`src/pbs_map.vh`:
```
// Constants for the packet buffer SRAM port.
// Included by bare name by the port and its serial loader.
`ifndef PBS_MAP_VH
`define PBS_MAP_VH
// Internal clock period, ns
`define PBS_CLK_NS          8
// Least half period of serial ROM clock, ns
`define PBS_ROM_HALF_NS     1000
// Serial ROM read opcode (start bit plus read)
`define PBS_ROM_OP_READ     3'h6
// Words fetched in the autoload
`define PBS_ROM_WORDS       8'h10
// Address widths of the small and large ROM
`define PBS_ROM_AW_SMALL    5'h06
`define PBS_ROM_AW_LARGE    5'h08
// SRAM access length in clock cycles
`define PBS_ACC_CYC         3'h3
// Requester indices
`define PBS_REQ_HOST        0
`define PBS_REQ_TX          1
`define PBS_REQ_RX          2
`endif

```
`src/pbs_rom_loader.v`:
```
// Serial ROM autoload engine: reads configuration words after reset.
// Assumes a microwire style ROM clocked from this block's divider.
`include "pbs_map.vh"
module pbs_rom_loader #(
	parameter HALF_CYC = (`PBS_ROM_HALF_NS + `PBS_CLK_NS - 1) / `PBS_CLK_NS
) (
	// Clock and reset
	input  wire        ref_clk_in,
	input  wire        reset_n_in,
	// Serial ROM pins
	input  wire        size_small_in,
	input  wire        rom_din_in,
	output reg         rom_sclk_out,
	output reg         rom_dout_out,
	output reg         rom_select_out,
	// Loaded words
	output reg  [15:0] cfg_word_out,
	output reg  [7:0]  cfg_index_out,
	output reg         cfg_valid_out,
	output reg         done_out
);
	localparam ST_CMD  = 2'h0;
	localparam ST_DATA = 2'h1;
	localparam ST_GAP  = 2'h2;
	localparam ST_DONE = 2'h3;
	reg [1:0]  state;
	reg [15:0] div;
	reg [4:0]  bitn;
	reg [15:0] shreg;
	reg [10:0] cmd;
	wire [4:0] aw = size_small_in ? `PBS_ROM_AW_SMALL : `PBS_ROM_AW_LARGE;
	wire       tick = (div == HALF_CYC[15:0] - 16'h0001);
	// Command bits: opcode then word address, MSB first
	always @* begin
		cmd = {`PBS_ROM_OP_READ, cfg_index_out << (5'h08 - aw)};
	end
	// Sequencer, one ROM bit per two half periods
	always @(posedge ref_clk_in or negedge reset_n_in) begin
		if (!reset_n_in) begin
			state          <= ST_CMD;
			div            <= 16'h0000;
			bitn           <= 5'h00;
			shreg          <= 16'h0000;
			rom_sclk_out   <= 1'b0;
			rom_dout_out   <= 1'b0;
			rom_select_out <= 1'b0;
			cfg_word_out   <= 16'h0000;
			cfg_index_out  <= 8'h00;
			cfg_valid_out  <= 1'b0;
			done_out       <= 1'b0;
		end else begin
			cfg_valid_out <= 1'b0;
			div <= tick ? 16'h0000 : div + 16'h0001;
			if (tick && state != ST_DONE) begin
				case (state)
				ST_CMD: begin
					rom_select_out <= 1'b1;
					if (!rom_sclk_out)
						rom_dout_out <= cmd[10 - bitn];
					else if (bitn == aw + 5'h02) begin
						bitn  <= 5'h00;
						state <= ST_DATA;
					end else
						bitn <= bitn + 5'h01;
					rom_sclk_out <= ~rom_sclk_out;
				end
				ST_DATA: begin
					rom_dout_out <= 1'b0;
					// Sample on rising clock edge
					if (!rom_sclk_out) begin
						shreg <= {shreg[14:0], rom_din_in};
						if (bitn == 5'h0F) begin
							cfg_word_out  <= {shreg[14:0], rom_din_in};
							cfg_valid_out <= 1'b1;
							state         <= ST_GAP;
						end
						bitn <= bitn + 5'h01;
					end
					rom_sclk_out <= ~rom_sclk_out;
				end
				default: begin
					rom_sclk_out   <= 1'b0;
					rom_select_out <= 1'b0;
					bitn           <= 5'h00;
					if (cfg_index_out == `PBS_ROM_WORDS - 8'h01) begin
						state    <= ST_DONE;
						done_out <= 1'b1;
					end else begin
						cfg_index_out <= cfg_index_out + 8'h01;
						state         <= ST_CMD;
					end
				end
				endcase
			end
		end
	end
endmodule // pbs_rom_loader

```
`src/pbs_port.v`:
```
// Packet buffer SRAM port with shared serial ROM autoload pins.
// Assumes an async SRAM meeting timing in PBS_ACC_CYC clocks and
// synchronous requesters that hold their request until granted.
//
// Behaviour
// - Drive buffer address bits 19..3; bits 19..16 only outside transceiver mode
// - Transceiver mode: top four pins become receive data
// - After reset, address pin 2 samples ROM
// - During autoload, pin 1 shifts data out
// - During autoload, pin 0 clocks the ROM
// - After autoload, low pins carry address again
// - Word mode: address bit 0 is don't-care
// - Sixteen bit two-way data bus
// - Output enable low only during reads
// - Chip select low during each access
// - Byte write enables: 1 high, 0 low
// - Drive dedicated ROM chip select output
// - Size select: 1 small ROM, 0 large
`include "pbs_map.vh"
module pbs_port #(
	parameter AW = 20,
	parameter DW = 16,
	// Serial ROM half period in clocks
	parameter ROM_HALF_CYC = (`PBS_ROM_HALF_NS + `PBS_CLK_NS - 1) / `PBS_CLK_NS
) (
	// Clock and reset
	input  wire            ref_clk_in,
	input  wire            reset_n_in,
	// Mode straps
	input  wire            xcvr_ext_in,
	input  wire            word_mode_in,
	input  wire            rom_size_sel_in,
	// Requests: index 0 host, 1 transmit DMA, 2 receive DMA
	input  wire [2:0]      req_in,
	input  wire [3*AW-1:0] req_addr_in,
	input  wire [2:0]      req_write_in,
	input  wire [3*DW-1:0] req_wdata_in,
	input  wire [5:0]      req_bytes_in,
	output reg  [2:0]      grant_out,
	output reg  [2:0]      done_out,
	output reg  [DW-1:0]   rdata_out,
	// Loaded configuration
	output reg  [15:0]     cfg_word_out,
	output reg  [7:0]      cfg_index_out,
	output reg             cfg_valid_out,
	output reg             load_done_out,
	// Receive data from high address pins in transceiver mode
	output reg  [3:0]      ext_rxd_out,
	// SRAM address pins
	output reg  [AW-1:3]   buf_addr_hi_out,
	output reg  [3:0]      buf_addr_hi_oe_out,
	input  wire [3:0]      buf_addr_hi_in,
	output reg             buf_addr2_or_rom_din_out,
	output reg             buf_addr2_or_rom_din_oe_out,
	input  wire            buf_addr2_or_rom_din_in,
	output reg             buf_addr1_or_rom_dout_out,
	output reg             buf_addr0_or_rom_sclk_out,
	// SRAM data and strobes
	output reg  [DW-1:0]   buf_data_out,
	output reg             buf_data_oe_out,
	input  wire [DW-1:0]   buf_data_in,
	output reg             buf_read_strobe_n_out,
	output reg             buf_select_n_out,
	output reg  [1:0]      buf_byte_write_n_out,
	// Serial ROM select
	output reg             rom_select_out
);
	localparam ST_IDLE = 2'h0;
	localparam ST_ACC  = 2'h1;
	localparam ST_END  = 2'h2;

	reg [1:0]    state;
	reg [2:0]    cnt;
	reg [1:0]    owner;
	reg          wr;
	reg [1:0]    pick;
	reg          any;
	wire         ld_sclk;
	wire         ld_dout;
	wire         ld_cs;
	wire [15:0]  ld_word;
	wire [7:0]   ld_idx;
	wire         ld_valid;
	wire         ld_done;
	wire [AW-1:0] pick_addr;

	// Field selects used by the launch logic
	function [AW-1:0] addr_of(input [3*AW-1:0] v, input [1:0] i);
		addr_of = v[i*AW +: AW];
	endfunction
	function [DW-1:0] data_of(input [3*DW-1:0] v, input [1:0] i);
		data_of = v[i*DW +: DW];
	endfunction

	pbs_rom_loader #(
		.HALF_CYC       (ROM_HALF_CYC)
	) u_loader (
		.ref_clk_in     (ref_clk_in),
		.reset_n_in     (reset_n_in),
		.size_small_in  (rom_size_sel_in),
		.rom_din_in     (buf_addr2_or_rom_din_in),
		.rom_sclk_out   (ld_sclk),
		.rom_dout_out   (ld_dout),
		.rom_select_out (ld_cs),
		.cfg_word_out   (ld_word),
		.cfg_index_out  (ld_idx),
		.cfg_valid_out  (ld_valid),
		.done_out       (ld_done)
	);

	// Address of the winning requester
	assign pick_addr = addr_of(req_addr_in, pick);

	always @* begin
		any  = |req_in;
		pick = 2'h0;
		if (req_in[`PBS_REQ_HOST])
			pick = 2'h0;
		else if (req_in[`PBS_REQ_RX])
			pick = 2'h2;
		else if (req_in[`PBS_REQ_TX])
			pick = 2'h1;
	end

	// Access sequencer and pin registers
	always @(posedge ref_clk_in or negedge reset_n_in) begin
		if (!reset_n_in) begin
			state                       <= ST_IDLE;
			cnt                         <= 3'h0;
			owner                       <= 2'h0;
			wr                          <= 1'b0;
			grant_out                   <= 3'h0;
			done_out                    <= 3'h0;
			rdata_out                   <= {DW{1'b0}};
			cfg_word_out                <= 16'h0000;
			cfg_index_out               <= 8'h00;
			cfg_valid_out               <= 1'b0;
			load_done_out               <= 1'b0;
			ext_rxd_out                 <= 4'h0;
			buf_addr_hi_out             <= {(AW-3){1'b0}};
			buf_addr_hi_oe_out          <= 4'h0;
			buf_addr2_or_rom_din_out    <= 1'b0;
			buf_addr2_or_rom_din_oe_out <= 1'b0;
			buf_addr1_or_rom_dout_out   <= 1'b0;
			buf_addr0_or_rom_sclk_out   <= 1'b0;
			buf_data_out                <= {DW{1'b0}};
			buf_data_oe_out             <= 1'b0;
			buf_read_strobe_n_out       <= 1'b1;
			buf_select_n_out            <= 1'b1;
			buf_byte_write_n_out        <= 2'h3;
			rom_select_out              <= 1'b0;
		end else begin
			grant_out     <= 3'h0;
			done_out      <= 3'h0;
			cfg_word_out  <= ld_word;
			cfg_index_out <= ld_idx;
			cfg_valid_out <= ld_valid;
			load_done_out <= ld_done;
			rom_select_out <= ld_cs & ~ld_done;
			buf_addr_hi_oe_out <= xcvr_ext_in ? 4'h0 : 4'hF;
			ext_rxd_out <= xcvr_ext_in ?
				{buf_addr_hi_in[0], buf_addr_hi_in[1],
				 buf_addr_hi_in[2], buf_addr_hi_in[3]} : 4'h0;
			if (!ld_done) begin
				buf_addr2_or_rom_din_oe_out <= 1'b0;
				buf_addr1_or_rom_dout_out <= ld_dout;
				buf_addr0_or_rom_sclk_out <= ld_sclk;
			end else begin
				buf_addr2_or_rom_din_oe_out <= 1'b1;
			end
			case (state)
			ST_IDLE: begin
				if (any && load_done_out) begin
					owner     <= pick;
					wr        <= req_write_in[pick];
					grant_out <= 3'h1 << pick;
					cnt       <= `PBS_ACC_CYC;
					buf_addr_hi_out <= pick_addr[AW-1:3];
					buf_addr2_or_rom_din_out  <= pick_addr[2];
					buf_addr1_or_rom_dout_out <= pick_addr[1];
					buf_addr0_or_rom_sclk_out <= word_mode_in ? 1'b0 :
						pick_addr[0];
					buf_select_n_out <= 1'b0;
					buf_data_out    <= data_of(req_wdata_in, pick);
					buf_data_oe_out <= req_write_in[pick];
					buf_read_strobe_n_out <= req_write_in[pick];
					buf_byte_write_n_out <= req_write_in[pick] ?
						~req_bytes_in[pick*2 +: 2] : 2'h3;
					state <= ST_ACC;
				end
			end
			ST_ACC: begin
				cnt <= cnt - 3'h1;
				if (cnt == 3'h1) begin
					if (!wr)
						rdata_out <= buf_data_in;
					buf_read_strobe_n_out <= 1'b1;
					buf_byte_write_n_out  <= 2'h3;
					done_out              <= 3'h1 << owner;
					state                 <= ST_END;
				end
			end
			default: begin
				buf_select_n_out <= 1'b1;
				buf_data_oe_out  <= 1'b0;
				state            <= ST_IDLE;
			end
			endcase
		end
	end
endmodule // pbs_port

```
`config.mk`:
```
export PLATFORM = sky130hd
export DESIGN_NAME = pbs_port
export DESIGN_NICKNAME = d
export VERILOG_FILES = /design/src/pbs_rom_loader.v /design/src/pbs_port.v
export VERILOG_INCLUDE_DIRS = /design/src
export SDC_FILE = /design/constraint.sdc
export NUM_CORES = 1
export LEC_CHECK = 0
export BUFFER_PORTS_ARGS = -buffer_cell sky130_fd_sc_hd__buf_2
export CORE_MARGIN = 5
export CORE_UTILIZATION = 50
export CTS_CLUSTER_SIZE = 40
export DETAILED_ROUTE_END_ITERATION = 7
export PLACE_DENSITY = 0.76
export SYNTH_ARGS = -nofsm -noshare
export SYNTH_HDL_FRONTEND = slang
export SYNTH_SLANG_ARGS = --single-unit
```
`constraint.sdc`:
```
create_clock -name ref_clk_in -period 4.4 [get_ports ref_clk_in]
set_clock_uncertainty 0.15 [all_clocks]
set_input_delay 0.88 -clock ref_clk_in [delete_from_list [all_inputs] [get_ports ref_clk_in]]
set_output_delay 0.88 -clock ref_clk_in [all_outputs]
set_load 0.005 [all_outputs]
```
==> results.md, run 1 <==
* Status: finished clean
* CP most frequent cell: ha_1
* Clock root buffer: clkbuf_16
* Dominant synthesized flop cell: dfrtp_1
* Relative slew slack at about 44%
* Critical path's largest stage delay at 0.57 ns
* CTS Buf Count at 17
* Buffers & Inverters on Critical Path at 0
* Initial Util at 50.8%
* I/O Buffers at ~240
* Mapped Cells at 652
* Area contributors post-synth: dfrtp_1 56%, mux2_2 6.3%, mux2i_1 5.6%
* Pwr/cell area at 381 nW/um^2
* Remaining routing DRC violations at 0
* Largest net degree at the start of global routing at 93
* Net Switching at between 800 and 900 uW
* TritonCTS clock tree: yes
* Hold Slack at a little under 0.2 ns
* Overall Power at 3540 uW
* Async S/R FF share, synth at 100%
* Tcrit/Tclk final at 60.2%
* Clock power share at 39.3%
* RSZ-0062 raised after global routing: false
* Max-slew violations at 0
* Share of layout cells above drive strength 1 at 38.2%
* Vias at 5672
* Post-Route WL at around 18000 um
* Row Count at 44
* CTS clock-pin slew for the worst setup and hold paths at 0.06 ns
* Worst path top cell family by delay: simple AND/OR/NAND/NOR gates
* Latest clock arrival within the worst-skew pair at 0.42 ns
* Least-Margin Pin Slew at 0.836 ns
* Final Setup Violations at 0
* Drt pass-1 iters at 4
* Clk sink count at 170
* Sequential-to-total area share from yosys stat at 57.7%
* Metal3 WL at 1000 um
* Setup CP Type: flip-flop to flip-flop
* Min cycle time layout at 2.65 ns
* Mapped Area at 7390 sq um
* H-tree levels at 4
* Post-synthesis adder-cell area fraction at about 1.2%
* Post-Layout Cell Count at 1080
* M1 WL at 7500 um
* Number of synthesized flops with an enable pin at 0
* Antenna violations before repair at 1
* I/O pins at 245
* Routed Antenna Nets at 0
* Reg-to-reg slack, setup at 1.75 ns
* Worst Path Required at 4.55 ns
* First-pass GRT wire length at around 30000 um
* Met2 WL at 9380 um
* Post-CTS Hold Fix Bufs at 0
* Fin nets at ~1000
* Post-CTS Setup Inserts at 0
* Proportion of power drawn by combinational gates at 11.6%
* Synth area leader: dfrtp_1
* Maximum root-to-sink buffer count at 2
* VDD IR max at 0.236 mV
* CP endpoint kind: flip-flop
* Post-synth top area share at 56.2%
* Setup TNS at 0 ns
* All-Layer GR Usage at 21.6%
* Die Area at 17300 sq um
* CP arrival at approximately 2.8 ns
* Hold crit path type: flip-flop to flip-flop
* Global route overflow at 0
* CTS resizes at 0
* Hold Fails Final Rpt at 0
* Sw Share at a little under a quarter
* 1st-iter DRT viols at 237
* Int Power at about 2700 uW
* Critical path's slowest cell: dfrtp_1
* Highest routed metal layer: met4
* Die H at around 130 um
* Placer Congestion at 0.915
* Warnings from Yosys at 0
* Seq pwr share at about half
* Vias in the first global route at 5621
* Max-Cap Viols at 0
* Startpoint types: flip-flop
* Synth Area per Inst at 11.3 sq um
* DIE WIDTH at about 130 um
* WL per Instance at 17.0 um
* Placed cells at between 1000 and 1500
* Post-synthesis cell type count at 51
* Commonest cells post-synth: 166 x dfrtp_1, 62 x nor2_1, 56 x nand2_1, 56 x o21ai_0, 45 x a21oi_1
* Fmax achieved at 0.378 GHz
* Routed vias/inst at 5.25
* Most numerous cell in the Yosys netlist: dfrtp_1
* Mapped Nets at 805
* Synth-to-layout area growth at 25.6%
* Simple-gate share of the synthesized area at approximately an eighth
* Largest family of logic cells by synthesized area: multiplexers
* Worst path cell trace: ha_1 > and3_1 > ha_1 > nand4_2 > mux2_2
* Post-Synth XOR/XNOR Area at 2.85%
* Core Box Area at 14500 sq um
* DP HPWL at 13800 um
* Leak Pwr at 0.00481 uW
* Fraction of the mapped netlist area in compound gates at 8.64%
* Max FO, Critical Path at 17
* Number of synthesized register bits at 170
* Mux share of post-synthesis cell area at 13.8%
==> final cells by class <==
class                           count  area, sq um
Sequential cell                   170         4260
Inverter                           13         48.8
Antenna cell                        1         2.50
Clock buffer                       24          482
Fill cell                        1201         5260
Multi-Input combinational cell    433         2910
Timing Repair Buffer              249         1280
Tap cell                          184          230
Clock inverter                      6         65.1
==> layout by cell type, fill, tap and decap left out, types with 2 or more instances in the layout <==
master | synthesis | final
a21o_1 | 4 | 4
xor2_1 | 10 | 10
clkinv_2 | 0 | 2
clkbuf_8 | 0 | 3
nor3_1 | 10 | 10
mux2i_1 | 41 | 41
and3b_1 | 2 | 2
clkbuf_1 | 19 | 4
nor2b_1 | 7 | 6
xnor2_1 | 14 | 14
and2_1 | 9 | 9
a21oi_1 | 45 | 45
ha_1 | 7 | 7
buf_2 | 8 | 243
inv_1 | 13 | 13
or4_1 | 2 | 2
dfstp_2 | 4 | 4
and3_1 | 2 | 2
mux2_2 | 41 | 41
nand4_1 | 6 | 6
nor3b_1 | 3 | 2
dfrtp_1 | 166 | 166
o31ai_1 | 3 | 3
nor2_1 | 62 | 62
nand2b_1 | 4 | 4
or3_1 | 4 | 3
clkbuf_16 | 0 | 17
buf_4 | 5 | 4
o21ai_0 | 56 | 56
nor4b_1 | 2 | 2
and4_1 | 2 | 2
nand3_1 | 10 | 10
nand2_1 | 56 | 56
a211oi_1 | 2 | 2
or2_2 | 2 | 2
a31oi_1 | 2 | 2
mux2_4 | 10 | 10
==> metal layers <==
layer	track usage (%)	vias to the layer above
met4	8.97	0
li1	-	2714
met5	0	-
met1	26.5	2747
met3	5.08	35
met2	36.7	176
==> worst reg2reg max path, stage by stage, from the launching register on <==
cell and delay (ns):
dfrtp_1 0.57, ha_1 0.37, and3_1 0.20, ha_1 0.20, nand4_2 0.54, mux2_2 0.50
==> power groups by stage <==
stage / Sequential, uW / Clock [uW] / Combinational [uW]
final: 1740 / 1390 / 409
after global routing: 1750 / 1490 / 469
after CTS: 1740 / 1420 / 418
after detailed placement: 1760 / 0 / 417
after global placement: 1760 / 0 / 407
after floorplan: 1770 / 0 / 163
==> final timing paths <==
check | startpoint | to | cells after the start
max | u_loader.bitn[0] | u_loader.cfg_word_out[7] | 5
min | u_loader.cfg_valid_out | cfg_valid_out | 0
max reg2reg | u_loader.bitn[0] | u_loader.cfg_word_out[7] | 5
min reg2reg | u_loader.cfg_valid_out | cfg_valid_out | 0
max in group asynchronous | reset_n_in | u_loader.state[1] | 2
min in group asynchronous | reset_n_in | rdata_out[9] | 1
==> metrics by stage <==
stage / utilization, % / worst slack, ns / cell area, sq um
2_1_floorplan: - / 1.96 / 7390
4_1_cts: 63.8 / 1.76 / 9280
3_3_place_gp: 60.1 / 1.60 / 8730
6_report: 63.8 / 1.75 / 9280
3_5_place_dp: 60.1 / 1.50 / 8730
5_1_grt: 63.8 / 1.58 / 9280
==> state kept, by name, indices dropped and copies added, names as in the netlist, 2 cells and up <==
register                flops
buf_addr_hi_out            17
buf_data_out               16
cfg_word_out               16
rdata_out                  16
u_loader.cfg_word_out      16
u_loader.div               16
u_loader.shreg             15
cfg_index_out               8
u_loader.cfg_index_out      8
u_loader.bitn               5
ext_rxd_out                 4
cnt                         3
done_out                    3
grant_out                   3
buf_byte_write_n_out        2
owner                       2
state                       2
u_loader.state              2
==> cells by family after synthesis <==
| group | after synthesis |
|---|---|
| simple gates | 192 |
| flops | 170 |
| compound gates | 118 |
| mux | 92 |
| buf+inv | 49 |
| xor+xnor | 24 |
| fa+ha+maj | 7 |
Note: power is estimated with default switching activity, not from simulation.
==> inputs of run 2 (changes only) <==
CORE_UTILIZATION = 46   (was 50)
PLACE_DENSITY = 0.74   (was 0.76)
clock period = 2.4 ns   (was 4.4 ns; I/O delays follow)
==> run 2 against run 1 <==
  * Fmax grew 15%
  * Flip-flop and latch count is the same
  * Global-route usage shrank 1.4 points
  * Final cell count grew 4.9%
  * First-iteration DRC count grew 15%
  * Setup slack lost 1.7 ns
  * Power grew 91%
  * Critical path depth shrank 1
==> results.md, run 2 (same netlist as run 1, synthesis figures left out) <==
* Worst path cell trace: or4_4 > and4bb_4 > and3b_1 > mux2_2
* Routed Antenna Nets at 0 (unchanged)
* Largest net degree at the start of global routing at 69 (-26%)
* Drt pass-1 iters at 5 (+1)
* RR Startpoint: u_loader.div[13]
* Net Switching at 1690 uW (+100%)
* Share of layout cells above drive strength 1 at 40.1% (+1.9 points)
* VDD IR max at 0.502 mV (+110%)
* Remaining routing DRC violations at 0 (unchanged)
* Hold Fails Final Rpt at 0 (unchanged)
* Latest clock arrival within the worst-skew pair at 0.43 ns (about the same)
* Commonest non-fill, non-tap cell in the layout: buf_2
* Hold endpoint: buf_addr0_or_rom_sclk_out
* Antenna violations before repair at 1 (unchanged)
* H-tree levels at 4 (unchanged)
* Max-Cap Viols at 0 (unchanged)
* Fmax achieved at 0.434 GHz (+15%)
* Tcrit/Tclk final at 95.9% (+36 points)
* Global route overflow at 0 (unchanged)
* Hold crit path type: input port to flip-flop
* Most frequent cells in the layout: 243 x buf_2, 166 x dfrtp_1, 62 x nor2_1
* Initial Util at 46.7% (-4.2 points)
* Met2 WL at 9790 um (+4.3%)
* Reg-to-reg slack, setup at 0.1 ns (-1.65 ns)
* Clk sink count at 170 (unchanged)
* Top reg by flops: buf_addr_hi_out
* M1 WL at 7300 um (-2.7%)
* WL per Instance at 16.5 um (-3.2%)
* Hold Slack at 0.0809 ns (-0.117 ns)
* Hold Path Stages at 2 (+2)
* Clock root buffer: clkbuf_16
* CTS clock-pin slew for the worst setup and hold paths at 0.07 ns (about the same)
* Metal3 WL at 1340 um (+34%)
* CP endpoint kind: flip-flop
* Least-Margin Pin Slew at 0.542 ns (-0.294 ns)
* Final Setup Violations at 0 (unchanged)
* DP HPWL at 14400 um (+4.5%)
* I/O pins at 245 (unchanged)
* All-Layer GR Usage at 20.2% (-1.4 points)
* Critical path's slowest cell: or4_4
* Max FO, Critical Path at 5 (-12)
* Max reg flops at 17 (unchanged)
* First-pass GRT wire length at 29100 um (-2.5%)
* Seq pwr share at 47.1% (-2.0 points)
* Hold_sp: word_mode_in
* Leak Pwr at 0.00496 uW (+3.0%)
* Core Box Area at 15800 sq um (+8.9%)
* Clock power share at 41.4% (+2.1 points)
* Status: finished clean
* Min cycle time layout at 2.30 ns (-0.346 ns)
* Maximum root-to-sink buffer count at 2 (unchanged)
* Fin nets at 1055 (+1.7%)
* Die H at 137 um (+3.9%)
* Max-slew violations at 0 (unchanged)
* Row Count at 46 (+4.5%)
* Placer Congestion at 0.774 (-15%)
* Highest routed metal layer: met4
* Worst Path Required at 2.57 ns (-1.98 ns)
* Fillers at 1291 (+7.5%)
* Reg2Reg Depth at 4 (-1)
* Pwr/cell area at 701 nW/um^2 (+84%)
* Sw Share at 25.0% (+1.5 points)
* Die Area at 18700 sq um (+8.0%)
* Startpoint types: flip-flop
* Relative slew slack at 63.6% (+19 points)
* Vias in the first global route at 5623 (+0.036%)
* CP arrival at 2.47 ns (-0.33 ns)
* Worst r2r dst: u_loader.cfg_index_out[1]
* Vias at 5638 (-0.60%)
* DIE WIDTH at 137 um (+3.9%)
* Setup CP Type: flip-flop to flip-flop
* Critical path's largest stage delay at 0.57 ns (about the same)
* CTS Buf Count at 17 (unchanged)
* I/O Buffers at 244 (unchanged)
* 1st-iter DRT viols at 272 (+15%)
* Synth-to-layout area growth at 30.1%
* Routed vias/inst at 4.98 (-5.2%)
* Int Power at 5050 uW (+87%)
* Post-Route WL at 18700 um (+1.5%)
* TritonCTS clock tree: yes
* Overall Power at 6740 uW (+91%)
* Proportion of power drawn by combinational gates at 11.5% (about the same)
## run 2: changes by cell type in the layout (fill, tap and decap cells not counted), sizes merged
cell | previous run | this run
dlygate4sd3 | 0 | 1
inv | 14 | 21
clkbuf | 24 | 17
diode | 1 | 2
bufinv | 1 | 2
buf | 249 | 266
clkinv | 3 | 4
## run 2: metrics by stage
stage	worst slack, ns	utilization, %	setup TNS (ns)	instances	area, sq um
finish	0.0979	60.7	0	1133	9610
global route	-0.00356	60.7	-0.00356	1132	9610
CTS	0.0903	60.6	0	1131	9590
detailed placement	0.0974	56.7	0	1098	8970
global placement	0.127	56.7	0	1098	8970
floorplan	0.203	-	0	652	7390
## run 2: repair_timing
item / in CTS / in global routing
endpoints found under the setup margin: 0 / 5
hold endpoints to repair: 38 / 0
hold buffers: 1 / 0
resized for setup: 0 / 4
setup buffers: 0 / 0
## run 2: worst max path at each step
stage | end | slack (ns) | startpoint
finish | u_loader.cfg_index_out[1] | 0.1 | u_loader.div[13]
CTS | u_loader.cfg_index_out[1] | 0.09 | u_loader.div[13]
floorplan | u_loader.cfg_index_out[1] | 0.20 | u_loader.div[13]
global placement | u_loader.cfg_index_out[1] | 0.13 | u_loader.div[13]
global route | u_loader.cfg_index_out[7] | -0.004 | u_loader.div[13]
detailed placement | u_loader.cfg_index_out[1] | 0.1 | u_loader.div[13]
## run 2: critical path, delay by kind of cell (launching register included)
| family | cells | cell delay [ns] |
|---|---|---|
| simple gates | 3 | 1.26 |
| mux | 1 | 0.36 |
| flops | 1 | 0.42 |
## run 2: power by group through the flow
stage,clock (uW),sequential (uW),combinational (uW)
6_report,2790,3170,774
5_1_grt,3000,3200,877
4_1_cts,2860,3170,790
3_5_place_dp,0,3230,785
3_3_place_gp,0,3220,770
2_1_floorplan,0,3240,298
## run 2: metal layers
metal	GRT usage [%]	up-vias
met5	0	-
met4	6.44	0
met3	5.55	17
met2	35.6	153
met1	23.9	2711
li1	-	2757
## run 2: layout make-up
type | count | area (sq um) | area share (%)
Clock inverter | 15 | 183 | 1.90
Timing Repair Buffer | 267 | 1490 | 15.5
Inverter | 13 | 48.8 | 0.508
Antenna cell | 2 | 5.00 | 0.0521
Tap cell | 216 | 270 | 2.81
Clock buffer | 17 | 425 | 4.43
Multi-Input combinational cell | 433 | 2930 | 30.5
Sequential cell | 170 | 4260 | 44.3
==> inputs of run 3 (changes only) <==
PLACE_DENSITY = 0.73   (was 0.74)
SYNTH_HIERARCHICAL = 1   (was unset)
==> run 3 against run 2 <==
  * Combinational power decreased by 2%
  * Non-clock buffer count decreased by 1
  * Die area increased by 2.9%
  * Global-route usage about the same
  * Sequential power about the same
  * Setup slack improved by 0.015 ns
  * Flip-flop and latch count unchanged
  * Synthesized cell count decreased by 2.0%
  * Routed wire length increased by 3.7%
  * Critical endpoint is now u_loader/cfg_word_out[11]
  * Largest cell class unchanged
==> results.md, run 3 <==
* Status: finished clean
* Latest clock arrival within the worst-skew pair at 0.42 ns (about the same)
* Post-synth top area share at 54.5% (-1.7 points)
* Hold Fails Final Rpt at 0 (unchanged)
* Synth-to-layout area growth at 27.3%
* Remaining routing DRC violations at 0 (unchanged)
* Hold crit path type: input port to flip-flop
* Net Switching at 1540 uW (-8.4%)
* Pwr/cell area at 664 nW/um^2 (-5.3%)
* Vias in the first global route at 5883 (+4.6%)
* Largest family of logic cells by synthesized area: multiplexers
* Drt pass-1 iters at 6 (+1)
* Mapped Cells at 639 (-2.0%)
* Global route overflow at 0 (unchanged)
* Core Box Area at 16400 sq um (+3.7%)
* Leak Pwr at 0.00497 uW (+0.31%)
* Worst path cell trace: or4_4 > nor3_2 > nand4_4 > mux2_4
* Maximum root-to-sink buffer count at 2 (unchanged)
* Area of the multi-input gates at 3090 sq um (+5.6%)
* Max-slew violations at 0 (unchanged)
* Fin nets at 1043 (-1.1%)
* Seq pwr share at 48.9% (+1.8 points)
* Most numerous cell in the Yosys netlist: dfrtp_1
* Startpoint types: flip-flop
* Least-Margin Pin Slew at 0.986 ns (+0.445 ns)
* Max reg flops at 17 (unchanged)
* Vias at 5874 (+4.2%)
* I/O pins at 245 (unchanged)
* Sequential-to-total area share from yosys stat at 55.9% (-1.8 points)
* Antenna violations before repair at 3 (+2)
* Placer Congestion at 0.936 (+21%)
* Top reg by flops: buf_addr_hi_out
* Warnings from Yosys at 6 (+6)
* CTS clock-pin slew for the worst setup and hold paths at 0.06 ns (about the same)
* Buffers & Inverters on Critical Path at 0 (unchanged)
* TritonCTS clock tree: yes
* Mux share of post-synthesis cell area at 13.4% (-0.42 points)
* RSZ-0062 raised after global routing: false
* Number of synthesized register bits at 170 (unchanged)
* Commonest cells post-synth: 166 x dfrtp_1, 68 x mux2_2, 52 x nand2_1
* Row Count at 47 (+2.2%)
* Setup CP Type: flip-flop to flip-flop
* Post-synthesis cell type count at 58 (+14%)
* All-Layer GR Usage at 20.2% (about the same)
* Share of layout cells above drive strength 1 at 43.5% (+3.3 points)
* I/O Buffers at 244 (unchanged)
* Max-Cap Viols at 0 (unchanged)
* Routed Antenna Nets at 0 (unchanged)
* Largest net degree at the start of global routing at 55 (-20%)
* Relative slew slack at 34.1% (-29 points)
* Most frequent cells in the layout: 243 x buf_2, 166 x dfrtp_1, 68 x mux2_2
* 1st-iter DRT viols at 278 (+2.2%)
* Simple-gate share of the synthesized area at 12.4% (-0.32 points)
* CP arrival at 2.44 ns (-0.03 ns)
* Synth area leader: dfrtp_1
* Synth Area per Inst at 11.9 sq um (+5.2%)
* Number of synthesized flops with an enable pin at 0 (unchanged)
* Setup TNS at 0 ns (unchanged)
* Die H at 139 um (+1.4%)
* Final Setup Violations at 0 (unchanged)
* Mapped Nets at 793 (-1.5%)
* Critical path's largest stage delay at 0.56 ns (about the same)
* Initial Util at 46.4% (-0.24 points)
* Proportion of power drawn by combinational gates at 11.7% (+0.2 points)
* H-tree levels at 4 (unchanged)
* Die Area at 19200 sq um (+2.9%)
* Post-synthesis adder-cell area fraction at 1.31% (+0.13 points)
* DP HPWL at 14600 um (+1.1%)
* Fraction of the mapped netlist area in compound gates at 10.3% (+1.7 points)
* CTS Buf Count at 17 (unchanged)
* Worst Path Required at 2.55 ns (-0.02 ns)
* WL per Instance at 17.2 um (+4.5%)
* Clk sink count at 170 (unchanged)
* Routed vias/inst at 5.22 (+4.9%)
* Max FO, Critical Path at 16 (+11)
* Int Power at 4900 uW (-3.0%)
* Fmax achieved at 0.437 GHz (+0.66%)
* Min cycle time layout at 2.29 ns (-0.0150 ns)
* Worst path top cell family by delay: simple AND/OR/NAND/NOR gates
* Area contributors post-synth: dfrtp_1 55%, mux2_2 10%, o21ai_0 3.3%
* Fillers at 1383 (+7.1%)
* Sw Share at 24.0% (-1.1 points)
* DIE WIDTH at 139 um (+1.4%)
* Async S/R FF share, synth at 100% (unchanged)
* Post-Route WL at 19400 um (+3.7%)
* Commonest non-fill, non-tap cell in the layout: buf_2
* CP endpoint kind: flip-flop
* VDD IR max at 0.517 mV (+3.1%)
* Clock root buffer: clkbuf_16
* Critical path's slowest cell: or4_4
* FF/Latch Area at 4260 sq um (unchanged)
* Final core utilization at 59.1% (-1.6 points)
* First-pass GRT wire length at 31200 um (+7.2%)
* Post-Synth XOR/XNOR Area at 2.99% (+0.14 points)
* Mapped Area at 7620 sq um (+3.1%)
* Dominant synthesized flop cell: dfrtp_1
* Clock power share at 39.4% (-2.0 points)
* Tcrit/Tclk final at 95.3% (-0.62 points)
## run 3: layer usage
metal | track usage (%) | up-vias | part of all wire [%]
li1 | - | 2765 | -
met1 | 26.0 | 2853 | 42
met2 | 33.2 | 221 | 49
met3 | 5.00 | 35 | 6.3
met4 | 7.88 | 0 | 2.8
met5 | 0 | - | 0
## run 3: what timing repair did
action / 4_1_cts / 5_1_grt
gates resized for setup: 0 / 1
setup endpoints to repair: 0 / 9
endpoints found under the hold margin: 43 / 0
buffers inserted: 0 / 2
hold buffers: 1 / 0
## run 3: worst reg2reg max path, cell delays in order (launching register included)
cell	delay (ns)
dfrtp_1	0.42
or4_4	0.56
nor3_2	0.23
nand4_4	0.37
mux2_4	0.44
## run 3: area by class of cell
type	count	share of cell area, %
multi-input combinational	418	31.9
clock inverter	11	1.03
sequential	170	43.9
inverter	16	0.619
tap	220	2.84
timing repair buffer	266	15.0
antenna	3	0.0774
clock buffer	21	4.64
## run 3: through the flow
step / cell area (sq um) / worst slack [ns] / hold WS (ns) / total power [uW] / std cells
finish: 9700 / 0.113 / 0.0964 / 6450 / 1125
global route: 9700 / 0.0244 / 0.0954 / 6760 / 1125
CTS: 9670 / 0.107 / 0.0712 / 6530 / 1120
detailed placement: 9110 / 0.111 / 0.192 / 3970 / 1087
global placement: 9110 / 0.166 / 0.188 / 3950 / 1087
floorplan: 7620 / 0.316 / 0.0344 / 3520 / 639
## run 3: cell families (layout without fill, tap and decap cells)
family / after synthesis / count (layout)
XOR/XNOR: 26 / 26
adder cells (fa/ha/maj): 8 / 8
flip-flops: 170 / 170
other: 0 / 3
AND/OR/NAND/NOR: 172 / 172
AO/OA/AOI/OAI: 124 / 124
buffers and inverters: 51 / 314
multiplexers: 88 / 88
## run 3: final timing paths
| check | from | slack [ns] | endpoint | cells after the start |
|---|---|---|---|---|
| max reg2reg | u_loader/div[12] | 0.11 | u_loader/cfg_word_out[11] | 4 |
| min | xcvr_ext_in | 0.1 | buf_addr_hi_oe_out[2] | 2 |
| max | u_loader/div[12] | 0.11 | u_loader/cfg_word_out[11] | 4 |
| min in group asynchronous | reset_n_in | 0.42 | u_loader/bitn[4] | 2 |
| max in group asynchronous | reset_n_in | 1.02 | cfg_index_out[5] | 3 |
| min reg2reg | u_loader/cfg_valid_out | 0.20 | cfg_valid_out | 0 |
## run 3: power groups by stage
stage / Combinational [uW] / Sequential (uW) / Clock (uW)
4_1_cts: 773 / 3150 / 2610
3_5_place_dp: 770 / 3200 / 0
5_1_grt: 853 / 3170 / 2740
6_report: 757 / 3150 / 2540
2_1_floorplan: 313 / 3210 / 0
3_3_place_gp: 753 / 3190 / 0
